==> config.mk <==
export PLATFORM = sky130hd
export DESIGN_NAME = gpio_port_pin_control
export DESIGN_NICKNAME = d
export VERILOG_FILES = /design/src/verilog/gpio_port_pkg.sv /design/src/verilog/gpio_pin_cell.sv /design/src/verilog/gpio_port_pin_control.sv
export VERILOG_INCLUDE_DIRS = /design/src /design/src/verilog
export SDC_FILE = /design/constraint.sdc
export NUM_CORES = 1
export LEC_CHECK = 0
export BUFFER_PORTS_ARGS = -buffer_cell sky130_fd_sc_hd__buf_2
export CORE_MARGIN = 1
export CORE_UTILIZATION = 55
export CTS_CLUSTER_DIAMETER = 60
export CTS_CLUSTER_SIZE = 8
export DETAILED_ROUTE_END_ITERATION = 8
export PLACE_DENSITY = 0.79
export SKIP_CTS_REPAIR_TIMING = 1
export SYNTH_ARGS = -nofsm -noshare
export SYNTH_HDL_FRONTEND = slang
export SYNTH_HIERARCHICAL = 1
export SYNTH_SLANG_ARGS = --single-unit
==> constraint.sdc <==
create_clock -name core_clk_in -period 2.7 [get_ports core_clk_in]
set_clock_uncertainty 0.05 [all_clocks]
set_input_delay 0.675 -clock core_clk_in [delete_from_list [all_inputs] [get_ports core_clk_in]]
set_output_delay 0.675 -clock core_clk_in [all_outputs]
set_load 0.01 [all_outputs]
==> src/verilog/gpio_port_defs.svh <==
// gpio_port_defs.svh: offsets, field codes and reset values of the gpio port
// assumes inclusion by bare name from the design modules and the testbench
// What this block does
// - reset leaves every pin floating input: config 01b, mode 00b, no alternates.
// - mode 11 selects output at the fastest speed grade, 50 MHz.
// - general output drives the pin from the last written output latch bit.
// - open-drain drives low for latch 0, floats for 1, never high.
// - push-pull drives low for latch 0 and high for latch 1.
// - input sample captures pin level every clock in input (except analog), output, alternate modes.
// - set/clear or clear-only writes change only latch bits written as 1.
// - bidirectional alternate function keeps the input path floating and sampling.
// - alternate output drives the pin from the peripheral, not the latch.
// - alternate output with disabled peripheral gives an unspecified level.
// - remap moves a function to its alternate pin and off its default.
// - after the lock sequence, configuration writes to pins in the lock mask are ignored until reset.
// - input mode: driver off, receiver on except for analog, pulls only for pulled settings.
// - general output: receiver and pulls off; latch reads last written value.
// - alternate mode: driver from peripheral, receiver on, pulls off.
// - analog: driver and pulls off, receiver forced 0, sample reads 0.
// - enabled usb function takes its two data pins regardless of configuration.
// - mode 00 input, 01 output 10 MHz, 10 output 2 MHz.
// - output config 00 gp push-pull, 01 gp open-drain, 10/11 alternate.
// - input config 00 analog, 01 floating, 10/11 pulled: pull-up for latch 1, pull-down for latch 0.
// - set bit wins over clear bit in one set/clear write.
`ifndef GPIO_PORT_DEFS_SVH
`define GPIO_PORT_DEFS_SVH
`define GPIO_PINS      16
`define APB_AW         8
`define OFS_CFG_LO     8'h00
`define OFS_CFG_HI     8'h04
`define OFS_SAMPLE     8'h08
`define OFS_LATCH      8'h0c
`define OFS_SET_CLR    8'h10
`define OFS_CLR        8'h14
`define OFS_LOCK       8'h18
`define OFS_REMAP      8'h1c
`define CFG_RST        4'h4
`define MODE_IN        2'h0
`define MODE_OUT_10M   2'h1
`define MODE_OUT_2M    2'h2
`define MODE_OUT_50M   2'h3
`define IN_ANALOG      2'h0
`define IN_FLOAT       2'h1
`define IN_PULL_DN     2'h2
`define IN_PULL_UP     2'h3
`define OUT_GP_PP      2'h0
`define OUT_GP_OD      2'h1
`define OUT_AF_PP      2'h2
`define OUT_AF_OD      2'h3
`define LOCK_KEY_BIT   16
`define USB_DM_DEFAULT 11
`define USB_DP_DEFAULT 12
`endif

==> src/verilog/gpio_port_pkg.sv <==
// gpio_port_pkg: types shared by the port and its pin cells
// assumes the constants header is on the include path
package gpio_port_pkg;
    // per-pin configuration nibble
    typedef struct packed {
        logic [1:0] pin_config_field;
        logic [1:0] mode;
    } pin_cfg_s;
    // pad controls of one pin
    typedef struct packed {
        logic       out;
        logic       oe;
        logic       pu;
        logic       pd;
        logic       rx_en;
        logic [1:0] speed;
    } pad_s;
    // lock key sequence, one-hot
    typedef enum logic [3:0] {
        LK_IDLE = 4'h1,
        LK_ONE  = 4'h2,
        LK_ZERO = 4'h4,
        LK_DONE = 4'h8
    } lock_state_e;
endpackage

==> src/verilog/gpio_pin_cell.sv <==
// gpio_pin_cell: pad control and input sampling of one port pin
// assumes pin_in is asynchronous and all other inputs share core_clk_in
`timescale 1ns/100ps
`include "gpio_port_defs.svh"
module gpio_pin_cell
    import gpio_port_pkg::*;
(
    // clock and reset
    input  wire logic     core_clk_in,
    input  wire logic     rst_in,
    // control from the register file
    input  wire pin_cfg_s cfg_in,
    input  wire logic     latch_in,
    input  wire logic     af_val_in,
    // transceiver takeover
    input  wire logic     usb_sel_in,
    input  wire logic     usb_val_in,
    input  wire logic     usb_oe_in,
    // pad
    input  wire logic     pin_in,
    output pad_s          pad_out,
    output logic          sample_out,
    output logic          level_out
);
    logic sync_a;
    pad_s next_pad;

    // mode decode
    wire is_in  = (cfg_in.mode == `MODE_IN);
    wire analog = is_in && (cfg_in.pin_config_field == `IN_ANALOG);
    wire pulled = is_in && (cfg_in.pin_config_field[1] == 1'b1);
    wire is_af  = !is_in && (cfg_in.pin_config_field[1] == 1'b1);
    wire is_od  = !is_in && (cfg_in.pin_config_field[0] == 1'b1);
    wire drv    = is_af ? af_val_in : latch_in;

    // next pad controls
    always_comb
    begin
        next_pad = '0;
        next_pad.speed = cfg_in.mode;
        if (usb_sel_in)
        begin
            next_pad.out   = usb_val_in;
            next_pad.oe    = usb_oe_in;
            next_pad.rx_en = 1'b1;
        end
        else if (is_in)
        begin
            next_pad.pu    = pulled && latch_in;
            next_pad.pd    = pulled && !latch_in;
            next_pad.rx_en = !analog;
        end
        else
        begin
            next_pad.out   = is_od ? 1'b0 : drv;
            next_pad.oe    = is_od ? !drv : 1'b1;
            next_pad.rx_en = is_af;
        end
    end

    // two-stage sync, then sample and pad registers
    always_ff @(posedge core_clk_in)
    begin
        if (rst_in)
        begin
            sync_a     <= 1'b0;
            level_out  <= 1'b0;
            sample_out <= 1'b0;
            pad_out    <= '0;
        end
        else
        begin
            sync_a     <= pin_in;
            level_out  <= sync_a;
            sample_out <= (analog && !usb_sel_in) ? 1'b0 : level_out;
            pad_out    <= next_pad;
        end
    end
endmodule // gpio_pin_cell

==> src/verilog/gpio_port_pin_control.sv <==
// gpio_port_pin_control: sixteen-pin gpio port with an apb register file
// assumes an apb master on core_clk_in and pads resolved outside
`timescale 1ns/100ps
`include "gpio_port_defs.svh"
module gpio_port_pin_control
    import gpio_port_pkg::*;
#(
    parameter int USB_DM_PIN = `USB_DM_DEFAULT,
    parameter int USB_DP_PIN = `USB_DP_DEFAULT
)(
    // clock and reset
    input  wire logic                   core_clk_in,
    input  wire logic                   rst_in,
    // apb slave
    input  wire logic                   psel_in,
    input  wire logic                   penable_in,
    input  wire logic                   pwrite_in,
    input  wire logic [`APB_AW-1:0]     paddr_in,
    input  wire logic [31:0]            pwdata_in,
    output logic [31:0]                 prdata_out,
    output logic                        pready_out,
    output logic                        pslverr_out,
    // pads
    input  wire logic [`GPIO_PINS-1:0]  pin_in,
    output logic [`GPIO_PINS-1:0]       pin_out,
    output logic [`GPIO_PINS-1:0]       pin_oe_out,
    output logic [`GPIO_PINS-1:0]       pull_up_out,
    output logic [`GPIO_PINS-1:0]       pull_dn_out,
    output logic [`GPIO_PINS-1:0]       rx_en_out,
    output logic [2*`GPIO_PINS-1:0]     speed_out,
    // peripheral alternate functions
    input  wire logic [`GPIO_PINS-1:0]  af_out_in,
    output logic [`GPIO_PINS-1:0]       af_in_out,
    // usb transceiver
    input  wire logic                   usb_en_in,
    input  wire logic [1:0]             usb_tx_in,
    input  wire logic [1:0]             usb_tx_oe_in,
    output logic [1:0]                  usb_rx_out
);
    localparam int PINS = `GPIO_PINS;
    localparam int HALF = PINS / 2;

    pin_cfg_s          cfg [PINS];
    pad_s              pad [PINS];
    logic [PINS-1:0]   latch;
    logic [PINS-1:0]   remap;
    logic [PINS-1:0]   lock_val;
    lock_state_e       lock_state;
    lock_state_e       next_lock_state;
    logic [PINS-1:0]   next_latch;
    logic [PINS-1:0]   sample;
    logic [PINS-1:0]   level;
    logic [PINS-1:0]   af_val;
    logic [PINS-1:0]   af_in_next;
    logic [4*PINS-1:0] cfg_flat;
    logic [4*PINS-1:0] lock_nib;
    logic [PINS-1:0]   is_in;
    logic [PINS-1:0]   is_an;
    logic [PINS-1:0]   is_od;
    logic [PINS-1:0]   is_gp_pp;
    logic [PINS-1:0]   is_af_pp;

    // address match, one function for every decode
    function automatic logic hit(input logic [`APB_AW-1:0] a,
                                 input logic [`APB_AW-1:0] ofs);
        hit = (a == ofs);
    endfunction

    // latch update: clear first, then set so set wins
    function automatic logic [PINS-1:0] set_clr(input logic [PINS-1:0] cur,
                                                input logic [PINS-1:0] s,
                                                input logic [PINS-1:0] c);
        set_clr = (cur & ~c) | s;
    endfunction

    // apb phase and decode
    wire access    = psel_in && penable_in;
    wire fire      = access && pready_out;
    wire wr_fire   = fire && pwrite_in;
    wire sel_lo    = hit(paddr_in, `OFS_CFG_LO);
    wire sel_hi    = hit(paddr_in, `OFS_CFG_HI);
    wire sel_smp   = hit(paddr_in, `OFS_SAMPLE);
    wire sel_lat   = hit(paddr_in, `OFS_LATCH);
    wire sel_sc    = hit(paddr_in, `OFS_SET_CLR);
    wire sel_clr   = hit(paddr_in, `OFS_CLR);
    wire sel_lock  = hit(paddr_in, `OFS_LOCK);
    wire sel_remap = hit(paddr_in, `OFS_REMAP);
    wire mapped    = sel_lo || sel_hi || sel_smp || sel_lat || sel_sc
                     || sel_clr || sel_lock || sel_remap;
    wire wr_cfg_lo = wr_fire && sel_lo;
    wire wr_cfg_hi = wr_fire && sel_hi;
    wire wr_latch  = wr_fire && sel_lat;
    wire wr_setclr = wr_fire && sel_sc;
    wire wr_clr    = wr_fire && sel_clr;
    wire wr_lock   = wr_fire && sel_lock;
    wire wr_remap  = wr_fire && sel_remap;

    // lock state and per-pin freeze mask
    wire              key      = pwdata_in[`LOCK_KEY_BIT];
    wire              same_val = (pwdata_in[PINS-1:0] == lock_val);
    wire              lock_done = (lock_state == LK_DONE);
    wire [PINS-1:0]   locked   = lock_done ? lock_val : '0;

    // read data selection
    wire [31:0] rd_lock  = {15'h0000, lock_done, lock_val};
    wire [31:0] rd_data  = ({32{sel_lo}}    & cfg_flat[31:0])
                         | ({32{sel_hi}}    & cfg_flat[63:32])
                         | ({32{sel_smp}}   & {16'h0000, sample})
                         | ({32{sel_lat}}   & {16'h0000, latch})
                         | ({32{sel_lock}}  & rd_lock)
                         | ({32{sel_remap}} & {16'h0000, remap});

    // apb answer: one wait cycle, data and error with pready
    always_ff @(posedge core_clk_in)
    begin
        if (rst_in)
        begin
            pready_out  <= 1'b0;
            prdata_out  <= 32'h0000_0000;
            pslverr_out <= 1'b0;
        end
        else
        begin
            pready_out  <= access && !pready_out;
            prdata_out  <= (access && !pready_out && !pwrite_in) ? rd_data : 32'h0000_0000;
            pslverr_out <= access && !pready_out && !mapped;
        end
    end

    // output latch with atomic bit set and clear
    always_comb
    begin
        next_latch = latch;
        if (wr_latch)
            next_latch = pwdata_in[PINS-1:0];
        else if (wr_setclr)
            next_latch = set_clr(latch, pwdata_in[PINS-1:0],
                                 pwdata_in[31:16]);
        else if (wr_clr)
            next_latch = set_clr(latch, '0, pwdata_in[PINS-1:0]);
    end

    // lock key sequence: key 1, 0, 1 with an unchanged pin mask
    always_comb
    begin
        case (lock_state)
            LK_IDLE: next_lock_state = (wr_lock && key) ? LK_ONE : LK_IDLE;
            LK_ONE:
            begin
                if (!wr_lock)
                    next_lock_state = LK_ONE;
                else if (!key && same_val)
                    next_lock_state = LK_ZERO;
                else
                    next_lock_state = key ? LK_ONE : LK_IDLE;
            end
            LK_ZERO:
            begin
                if (!wr_lock)
                    next_lock_state = LK_ZERO;
                else
                    next_lock_state = (key && same_val) ? LK_DONE : LK_IDLE;
            end
            LK_DONE: next_lock_state = LK_DONE;
            default: next_lock_state = LK_IDLE;
        endcase
    end

    // latch, remap, lock registers
    always_ff @(posedge core_clk_in)
    begin
        if (rst_in)
        begin
            latch      <= '0;
            remap      <= '0;
            lock_val   <= '0;
            lock_state <= LK_IDLE;
            af_in_out  <= '0;
            usb_rx_out <= 2'h0;
        end
        else
        begin
            latch      <= next_latch;
            remap      <= wr_remap ? pwdata_in[PINS-1:0] : remap;
            lock_val   <= (wr_lock && !lock_done) ? pwdata_in[PINS-1:0] : lock_val;
            lock_state <= next_lock_state;
            af_in_out  <= af_in_next;
            usb_rx_out <= {level[USB_DP_PIN], level[USB_DM_PIN]};
        end
    end

    // per-pin configuration, routing and pad cell
    genvar i;
    generate
        for (i = 0; i < PINS; i++)
        begin : g_pin
            localparam int PARTNER = i ^ HALF;
            wire wr_this = (i < HALF) ? wr_cfg_lo : wr_cfg_hi;
            wire usb_sel = usb_en_in && ((i == USB_DM_PIN) || (i == USB_DP_PIN));
            wire usb_idx = (i == USB_DP_PIN);

            // config nibble, frozen once locked
            always_ff @(posedge core_clk_in)
            begin
                if (rst_in)
                    cfg[i] <= `CFG_RST;
                else if (wr_this && !locked[i])
                    cfg[i] <= pwdata_in[(i % HALF) * 4 +: 4];
            end

            // remap: alternate pin gains the function, default pin loses it
            assign af_val[i]     = remap[PARTNER] ? af_out_in[PARTNER]
                                 : (!remap[i] && af_out_in[i]);
            assign af_in_next[i] = remap[i] ? sample[PARTNER] : sample[i];

            // decode views for checking
            assign cfg_flat[i*4 +: 4] = cfg[i];
            assign lock_nib[i*4 +: 4] = {4{locked[i]}};
            assign is_in[i]    = !usb_sel && (cfg[i].mode == `MODE_IN);
            assign is_an[i]    = !usb_sel && (cfg[i].mode == `MODE_IN)
                                 && (cfg[i].pin_config_field == `IN_ANALOG);
            assign is_od[i]    = !usb_sel && !is_in[i] && cfg[i].pin_config_field[0];
            assign is_gp_pp[i] = !usb_sel && !is_in[i] && (cfg[i].pin_config_field == `OUT_GP_PP);
            assign is_af_pp[i] = !usb_sel && !is_in[i] && (cfg[i].pin_config_field == `OUT_AF_PP);

            // af value passes even when the peripheral is idle
            gpio_pin_cell i_gpio_pin_cell (
                .core_clk_in (core_clk_in),
                .rst_in      (rst_in),
                .cfg_in      (cfg[i]),
                .latch_in    (latch[i]),
                .af_val_in   (af_val[i]),
                .usb_sel_in  (usb_sel),
                .usb_val_in  (usb_tx_in[usb_idx]),
                .usb_oe_in   (usb_tx_oe_in[usb_idx]),
                .pin_in      (pin_in[i]),
                .pad_out     (pad[i]),
                .sample_out  (sample[i]),
                .level_out   (level[i])
            );

            // pad outputs straight from cell flops
            assign pin_out[i]          = pad[i].out;
            assign pin_oe_out[i]       = pad[i].oe;
            assign pull_up_out[i]      = pad[i].pu;
            assign pull_dn_out[i]      = pad[i].pd;
            assign rx_en_out[i]        = pad[i].rx_en;
            assign speed_out[i*2 +: 2] = pad[i].speed;
        end
    endgenerate
endmodule // gpio_port_pin_control

==> results of run 1 <==
[per-stage QoR]
step,power (W),hold WS (ps),util
floorplan,0.00556,361,-
global placement,0.00587,368,0.652
detailed placement,0.00588,373,0.652
CTS,0.0110,300,0.710
global route,0.0113,336,0.710
finish,0.0110,312,0.710
[power groups by stage]
stage                     sequential, W  combinational, W  clock, W
after floorplan                 0.00530          0.000263         0
after global placement          0.00528          0.000590         0
after detailed placement        0.00528          0.000597         0
after CTS                       0.00519          0.000604   0.00523
after global routing            0.00519          0.000664   0.00546
final                           0.00519          0.000614   0.00520
[area by class of cell]
type	instances	area (µm²)
diodes	2	5.00
clock buffers	68	1300
fillers	1651	6550
inverters	1	3.75
multi-input cells	864	5550
flip-flops and latches	328	7210
well taps	285	357
repair buffers	287	1600
[kinds of logic (layout without fill, tap and decap cells)]
| family | after synthesis | in the layout | synth area share |
|---|---|---|---|
| other cells | 1 | 86 | 0.000296 |
| simple gates | 477 | 477 | 0.209 |
| buf+inv | 48 | 356 | 0.0174 |
| mux | 66 | 66 | 0.0682 |
| flops | 328 | 328 | 0.570 |
| compound gates | 221 | 221 | 0.124 |
| xor+xnor | 16 | 16 | 0.0111 |
[metal layers]
layer  up-vias  share of wire  GRT usage
met2       587           0.46      0.478
met5         -              0          0
li1       4894              -          -
met3        97           0.10     0.0809
met4         0          0.034      0.121
met1      4974           0.40      0.384
[how the worst max path moves through the flow]
stage / startpoint / to / slack, ps / cells after the start
floorplan: paddr_in[1] / cfg[1][0] / 200 / 5
global placement: paddr_in[1] / latch[9] / 140 / 6
detailed placement: paddr_in[1] / latch[14] / 90 / 6
CTS: paddr_in[1] / cfg[1][7] / 640 / 7
global route: paddr_in[1] / cfg[1][8] / 530 / 7
finish: paddr_in[1] / latch[14] / 570 / 6
[cells in the final DEF (no fill, tap or decap), types with 38 or more instances in the layout]
master,Yosys,routed
dfxtp_1,264,264
buf_2,17,244
nor2_1,125,124
nor2b_1,88,88
nand2_1,84,84
conb_1,1,84
a21oi_1,69,69
edfxtp_1,64,64
mux2i_1,49,49
clkbuf_16,0,49
and3_1,48,48
buf_4,4,38
==> impl_metrics.py, run 1 <==
metrics = {
    "cells_and_area": {
        "stdcell_count": 1835,
        "largest_reg_flops": 112,
        "nets": 1610,
        "final_cell_area_um2": 16000,
        "reg_top3": "g_pin.i_gpio_pin_cell/pad_out: 112 flops, cfg: 64 flops, prdata_out: 32 flops",
        "largest-register": "g_pin.i_gpio_pin_cell/pad_out",
        "drive_gt1_frac": 0.235,
        "synthToLayoutAreaGrowth_pct": 26.7,
    },
    "global_routing": {
        "overflow": 0,
        "grt_pass1_vias": 10100,
        "grt_max_degree": 58,
        "antenna_found_initial": 2,
        "grt_pass1_wl_mm": 54.6,
        "grt.total_usage": 0.299,
    },
    "critical_path": {
        "arrival_ps": 2500,
        "worstSetupStartpointType": "input pin",
        "reg2reg_depth": 5,
        "r2r_start": "pready_out",
        "r2r_slack_ps": 760,
        "worst-setup-path-type": "in -> reg",
        "crit_path_max_fanout": 16,
        "end_kind": "flip-flop",
        "crit_chain": "buf_2 -> or4_4 -> nor2_1 -> a31o_2 -> o21ai_0 -> a22o_1",
        "reg2reg_to": "latch[14]",
        "cp_data_required_time_ps": 3070,
        "critPathBufInv": 1,
        "cp_slowest_stage_delay_ps": 570,
        "cp_slowest_cell": "or4_4",
        "path_delay_family": "compound AO/OA/AOI/OAI gates",
    },
    "logic_synthesis": {
        "syn_area_um2": 12600,
        "seq_area_frac_synth": 0.570,
        "ys_async_sr_fraction": 0,
        "ys_seq_elements": 328,
        "yosys_warnings": 6,
        "yosys-top-cells-count": "dfxtp_1, nor2_1, nor2b_1",
        "avgSynthCellArea_um2": 10.9,
        "syn_inst": 1157,
        "yosys.cell_types.count": 48,
        "synth_enable_flop_cells": 64,
        "synth_area_leaders": "dfxtp_1, edfxtp_1, nor2b_1",
        "synth_top_area_frac": 0.418,
        "synth_top_flop_cell": "dfxtp_1",
        "synth_most_common_cell": "dfxtp_1",
        "synth_area_leader_cell": "dfxtp_1",
    },
    "pwr": {
        "sw_frac_of_total": 0.216,
        "sequentialPowerShare": 0.472,
        "leakagePower_nw": 6.85,
        "power_frac_clock": 0.473,
        "p_comb_frac": 0.056,
        "ir_drop_mv": 0.455,
        "power.switching_w": 0.00238,
        "p_per_area_nw_per_um2": 686,
        "internal_power_w": 0.00862,
    },
    "floorplanning": {
        "die_width_um": 154,
        "row_count": 55,
        "boundaryPins": 246,
        "chipHeight_um": 154,
        "initial_core_util": 0.560,
        "dieArea_um2": 23600,
        "coreArea_um2": 22600,
    },
    "sta": {
        "maxSlewHeadroom": 0.559,
        "drv_slew": 0,
        "fin_crit_sh": 0.789,
        "finalHoldViolCount": 0,
        "max_clock_freq_mhz": 469,
        "worst_slew_pin_slew_ps": 661,
        "layout_setup_ws_ps": 570,
        "rsz0062_at_grt": "false",
        "setup_viol": 0,
        "setup_tns_ps": 0,
        "post-route-min-period_ps": 2130,
    },
    "clock_tree": {
        "cts_buffers": 46,
        "clk_path_buf_depth": 3,
        "htree_levels": 2,
        "clock_sinks": 328,
        "clockRootBuffer": "clkbuf_16",
        "tritoncts": "built",
        "clk_latency_ps": 530,
        "path_clk_slew_ps": 50,
    },
    "detailed_routing": {
        "drt-total-wl_mm": 35.7,
        "drc_errors": 0,
        "via_count": 10600,
        "first_pass_iters": 5,
        "antenna_left": 0,
        "via_per_inst": 5.75,
        "avgRoutedWirePerCell_um": 19.5,
        "drt_first_iter_violations": 981,
    },
    "placed_design": {
        "dp.cells": 1765,
        "place_area_um2": 14700,
        "io_buffer_count": 245,
        "gp_congestion": 0.889,
        "hpwl_mm": 25.0,
        "dp_slack_ps": 85.4,
    },
    "hold_path": {
        "hp-class": "in -> reg",
        "worstHoldPathCells": 2,
        "hold_end": "g_pin[0].i_gpio_pin_cell/sync_a",
        "holdCritStartpoint": "pin_in[0]",
    },
    "status": {
        "outcome": "finished clean",
    },
    "job": {
        "cap_viol_max_count": 0,
    },
}
No activity file was read; power rests on OpenSTA's default activity.
==> inputs of run 2 (changes only) <==
==> constraint.sdc (replaced) <==
create_clock -name core_clk_in -period 2.1 [get_ports core_clk_in]
set_clock_uncertainty 0.05 [all_clocks]
set_input_delay 0.525 -clock core_clk_in [delete_from_list [all_inputs] [get_ports core_clk_in]]
set_output_delay 0.525 -clock core_clk_in [all_outputs]
set_load 0.01 [all_outputs]
==> impl_metrics.py, run 2 (same netlist as run 1, synthesis figures left out) <==
metrics = {
    "placed_design": {
        "hpwl_mm": 25.7,
        "dp_slack_ps": -322,
        "io_buffer_count": 245,
        "place_area_um2": 15100,
        "gp_congestion": 0.870,
    },
    "floorplanning": {
        "die_width_um": 154,
        "chipHeight_um": 154,
        "dieArea_um2": 23600,
        "boundaryPins": 246,
        "coreArea_um2": 22600,
        "row_count": 55,
        "initial_core_util": 0.560,
    },
    "cells_and_area": {
        "nets": 1642,
        "final_common_cell": "dfxtp_1",
        "largest-register": "g_pin.i_gpio_pin_cell/pad_out",
        "largest_reg_flops": 112,
        "reg_top3": "g_pin.i_gpio_pin_cell/pad_out: 112 flops, cfg: 64 flops, prdata_out: 32 flops",
        "synthToLayoutAreaGrowth_pct": 29.3,
        "fillers": 1623,
        "final_cell_area_um2": 16400,
        "drive_gt1_frac": 0.252,
        "final_cell_mix": "dfxtp_1, buf_2, nor2_1",
    },
    "critical_path": {
        "end_kind": "flip-flop",
        "crit_path_start": "lock_val[3]",
        "worstSetupStartpointType": "flip-flop",
        "crit_chain": "xnor2_1 -> nand4_1 -> nor4_1 -> buf_4 -> nor3_1 -> or3_1",
        "endpoint": "lock_state[0]",
        "path_depth": 6,
        "path_delay_family": "simple AND/OR/NAND/NOR gates",
        "reg2reg_depth": 6,
        "r2r_start": "lock_val[3]",
        "worst-setup-path-type": "reg -> reg",
        "r2r_slack_ps": 190,
        "arrival_ps": 2260,
        "crit_path_max_fanout": 4,
        "cp_data_required_time_ps": 2450,
        "cp_slowest_cell": "dfxtp_1",
        "cp_slowest_stage_delay_ps": 400,
        "critPathBufInv": 1,
        "reg2reg_to": "lock_state[0]",
    },
    "hold_path": {
        "worstHoldPathCells": 2,
        "hp-class": "in -> reg",
    },
    "clock_tree": {
        "cts_buffers": 46,
        "clockRootBuffer": "clkbuf_16",
        "clk_latency_ps": 540,
        "clk_path_buf_depth": 3,
        "tritoncts": "built",
        "path_clk_slew_ps": 50,
        "htree_levels": 2,
        "clock_sinks": 328,
    },
    "detailed_routing": {
        "via_count": 10700,
        "via_per_inst": 5.75,
        "avgRoutedWirePerCell_um": 19.2,
        "antenna_left": 0,
        "drt_first_iter_violations": 862,
        "drt-total-wl_mm": 35.9,
        "first_pass_iters": 6,
        "drc_errors": 0,
    },
    "sta": {
        "fin_crit_sh": 0.910,
        "layout_setup_ws_ps": 189,
        "post-route-min-period_ps": 1910,
        "max_clock_freq_mhz": 523,
        "setup_viol": 0,
        "finalHoldViolCount": 0,
        "holdWs_ps": 156,
        "rsz0062_at_grt": "false",
        "drv_slew": 0,
    },
    "job": {
        "cap_viol_max_count": 0,
    },
    "global_routing": {
        "antenna_found_initial": 5,
        "grt_max_degree": 64,
        "grt.total_usage": 0.300,
        "overflow": 0,
        "grt_pass1_wl_mm": 54.9,
        "grt_pass1_vias": 10100,
    },
    "pwr": {
        "p_per_area_nw_per_um2": 866,
        "ir_drop_mv": 0.578,
        "leakagePower_nw": 7.05,
        "total_power_w": 0.0142,
    },
    "status": {
        "outcome": "finished clean",
    },
}
## run 2: final cells by class
type	count	area, µm²	share of cell area
inverter	1	3.75	0.000229
timing repair buffer	319	1910	0.117
sequential	328	7210	0.441
tap	285	357	0.0218
antenna	3	7.51	0.000459
multi-input combinational	864	5580	0.341
clock buffer	67	1290	0.0791
## run 2: worst min-delay path by stage
stage / start / end / slack (ps)
2_1_floorplan: g_pin[0].i_gpio_pin_cell/level_out / g_pin[0].i_gpio_pin_cell/sample_out / 360
3_3_place_gp: g_pin[8].i_gpio_pin_cell/sync_a / g_pin[8].i_gpio_pin_cell/level_out / 370
3_5_place_dp: g_pin[11].i_gpio_pin_cell/sync_a / g_pin[11].i_gpio_pin_cell/level_out / 380
4_1_cts: pin_in[13] / g_pin[13].i_gpio_pin_cell/sync_a / 140
5_1_grt: pin_in[13] / g_pin[13].i_gpio_pin_cell/sync_a / 160
6_report: pin_in[8] / g_pin[8].i_gpio_pin_cell/sync_a / 160
## run 2: per-stage QoR
stage                     cells  TNS [ps]  utilization
after global routing       1866         0        0.725
after detailed placement   1797    -43950        0.667
after CTS                  1864         0        0.725
final                      1867         0        0.725
after global placement     1797    -36610        0.667
after floorplan            1240    -14670            -
## run 2: worst register-to-register path, cell delays in order, from the launching register on
cell and delay (ps):
dfxtp_1 400, xnor2_1 180, nand4_1 200, nor4_1 370
buf_4 190, nor3_1 40, or3_1 350
## run 2: power breakdown
part           switching [W]  internal, W  total [W]
sequential         0.0000836      0.00658    0.00667
clock                0.00249      0.00417    0.00666
combinational       0.000479     0.000358   0.000837
## run 2: routing by layer
metal,wire length [µm],vias to the layer above,global-route usage
li1,-,4971,-
met1,14200,5055,0.397
met2,16500,608,0.475
met3,3740,103,0.0676
met4,1340,4,0.126
met5,24,-,0
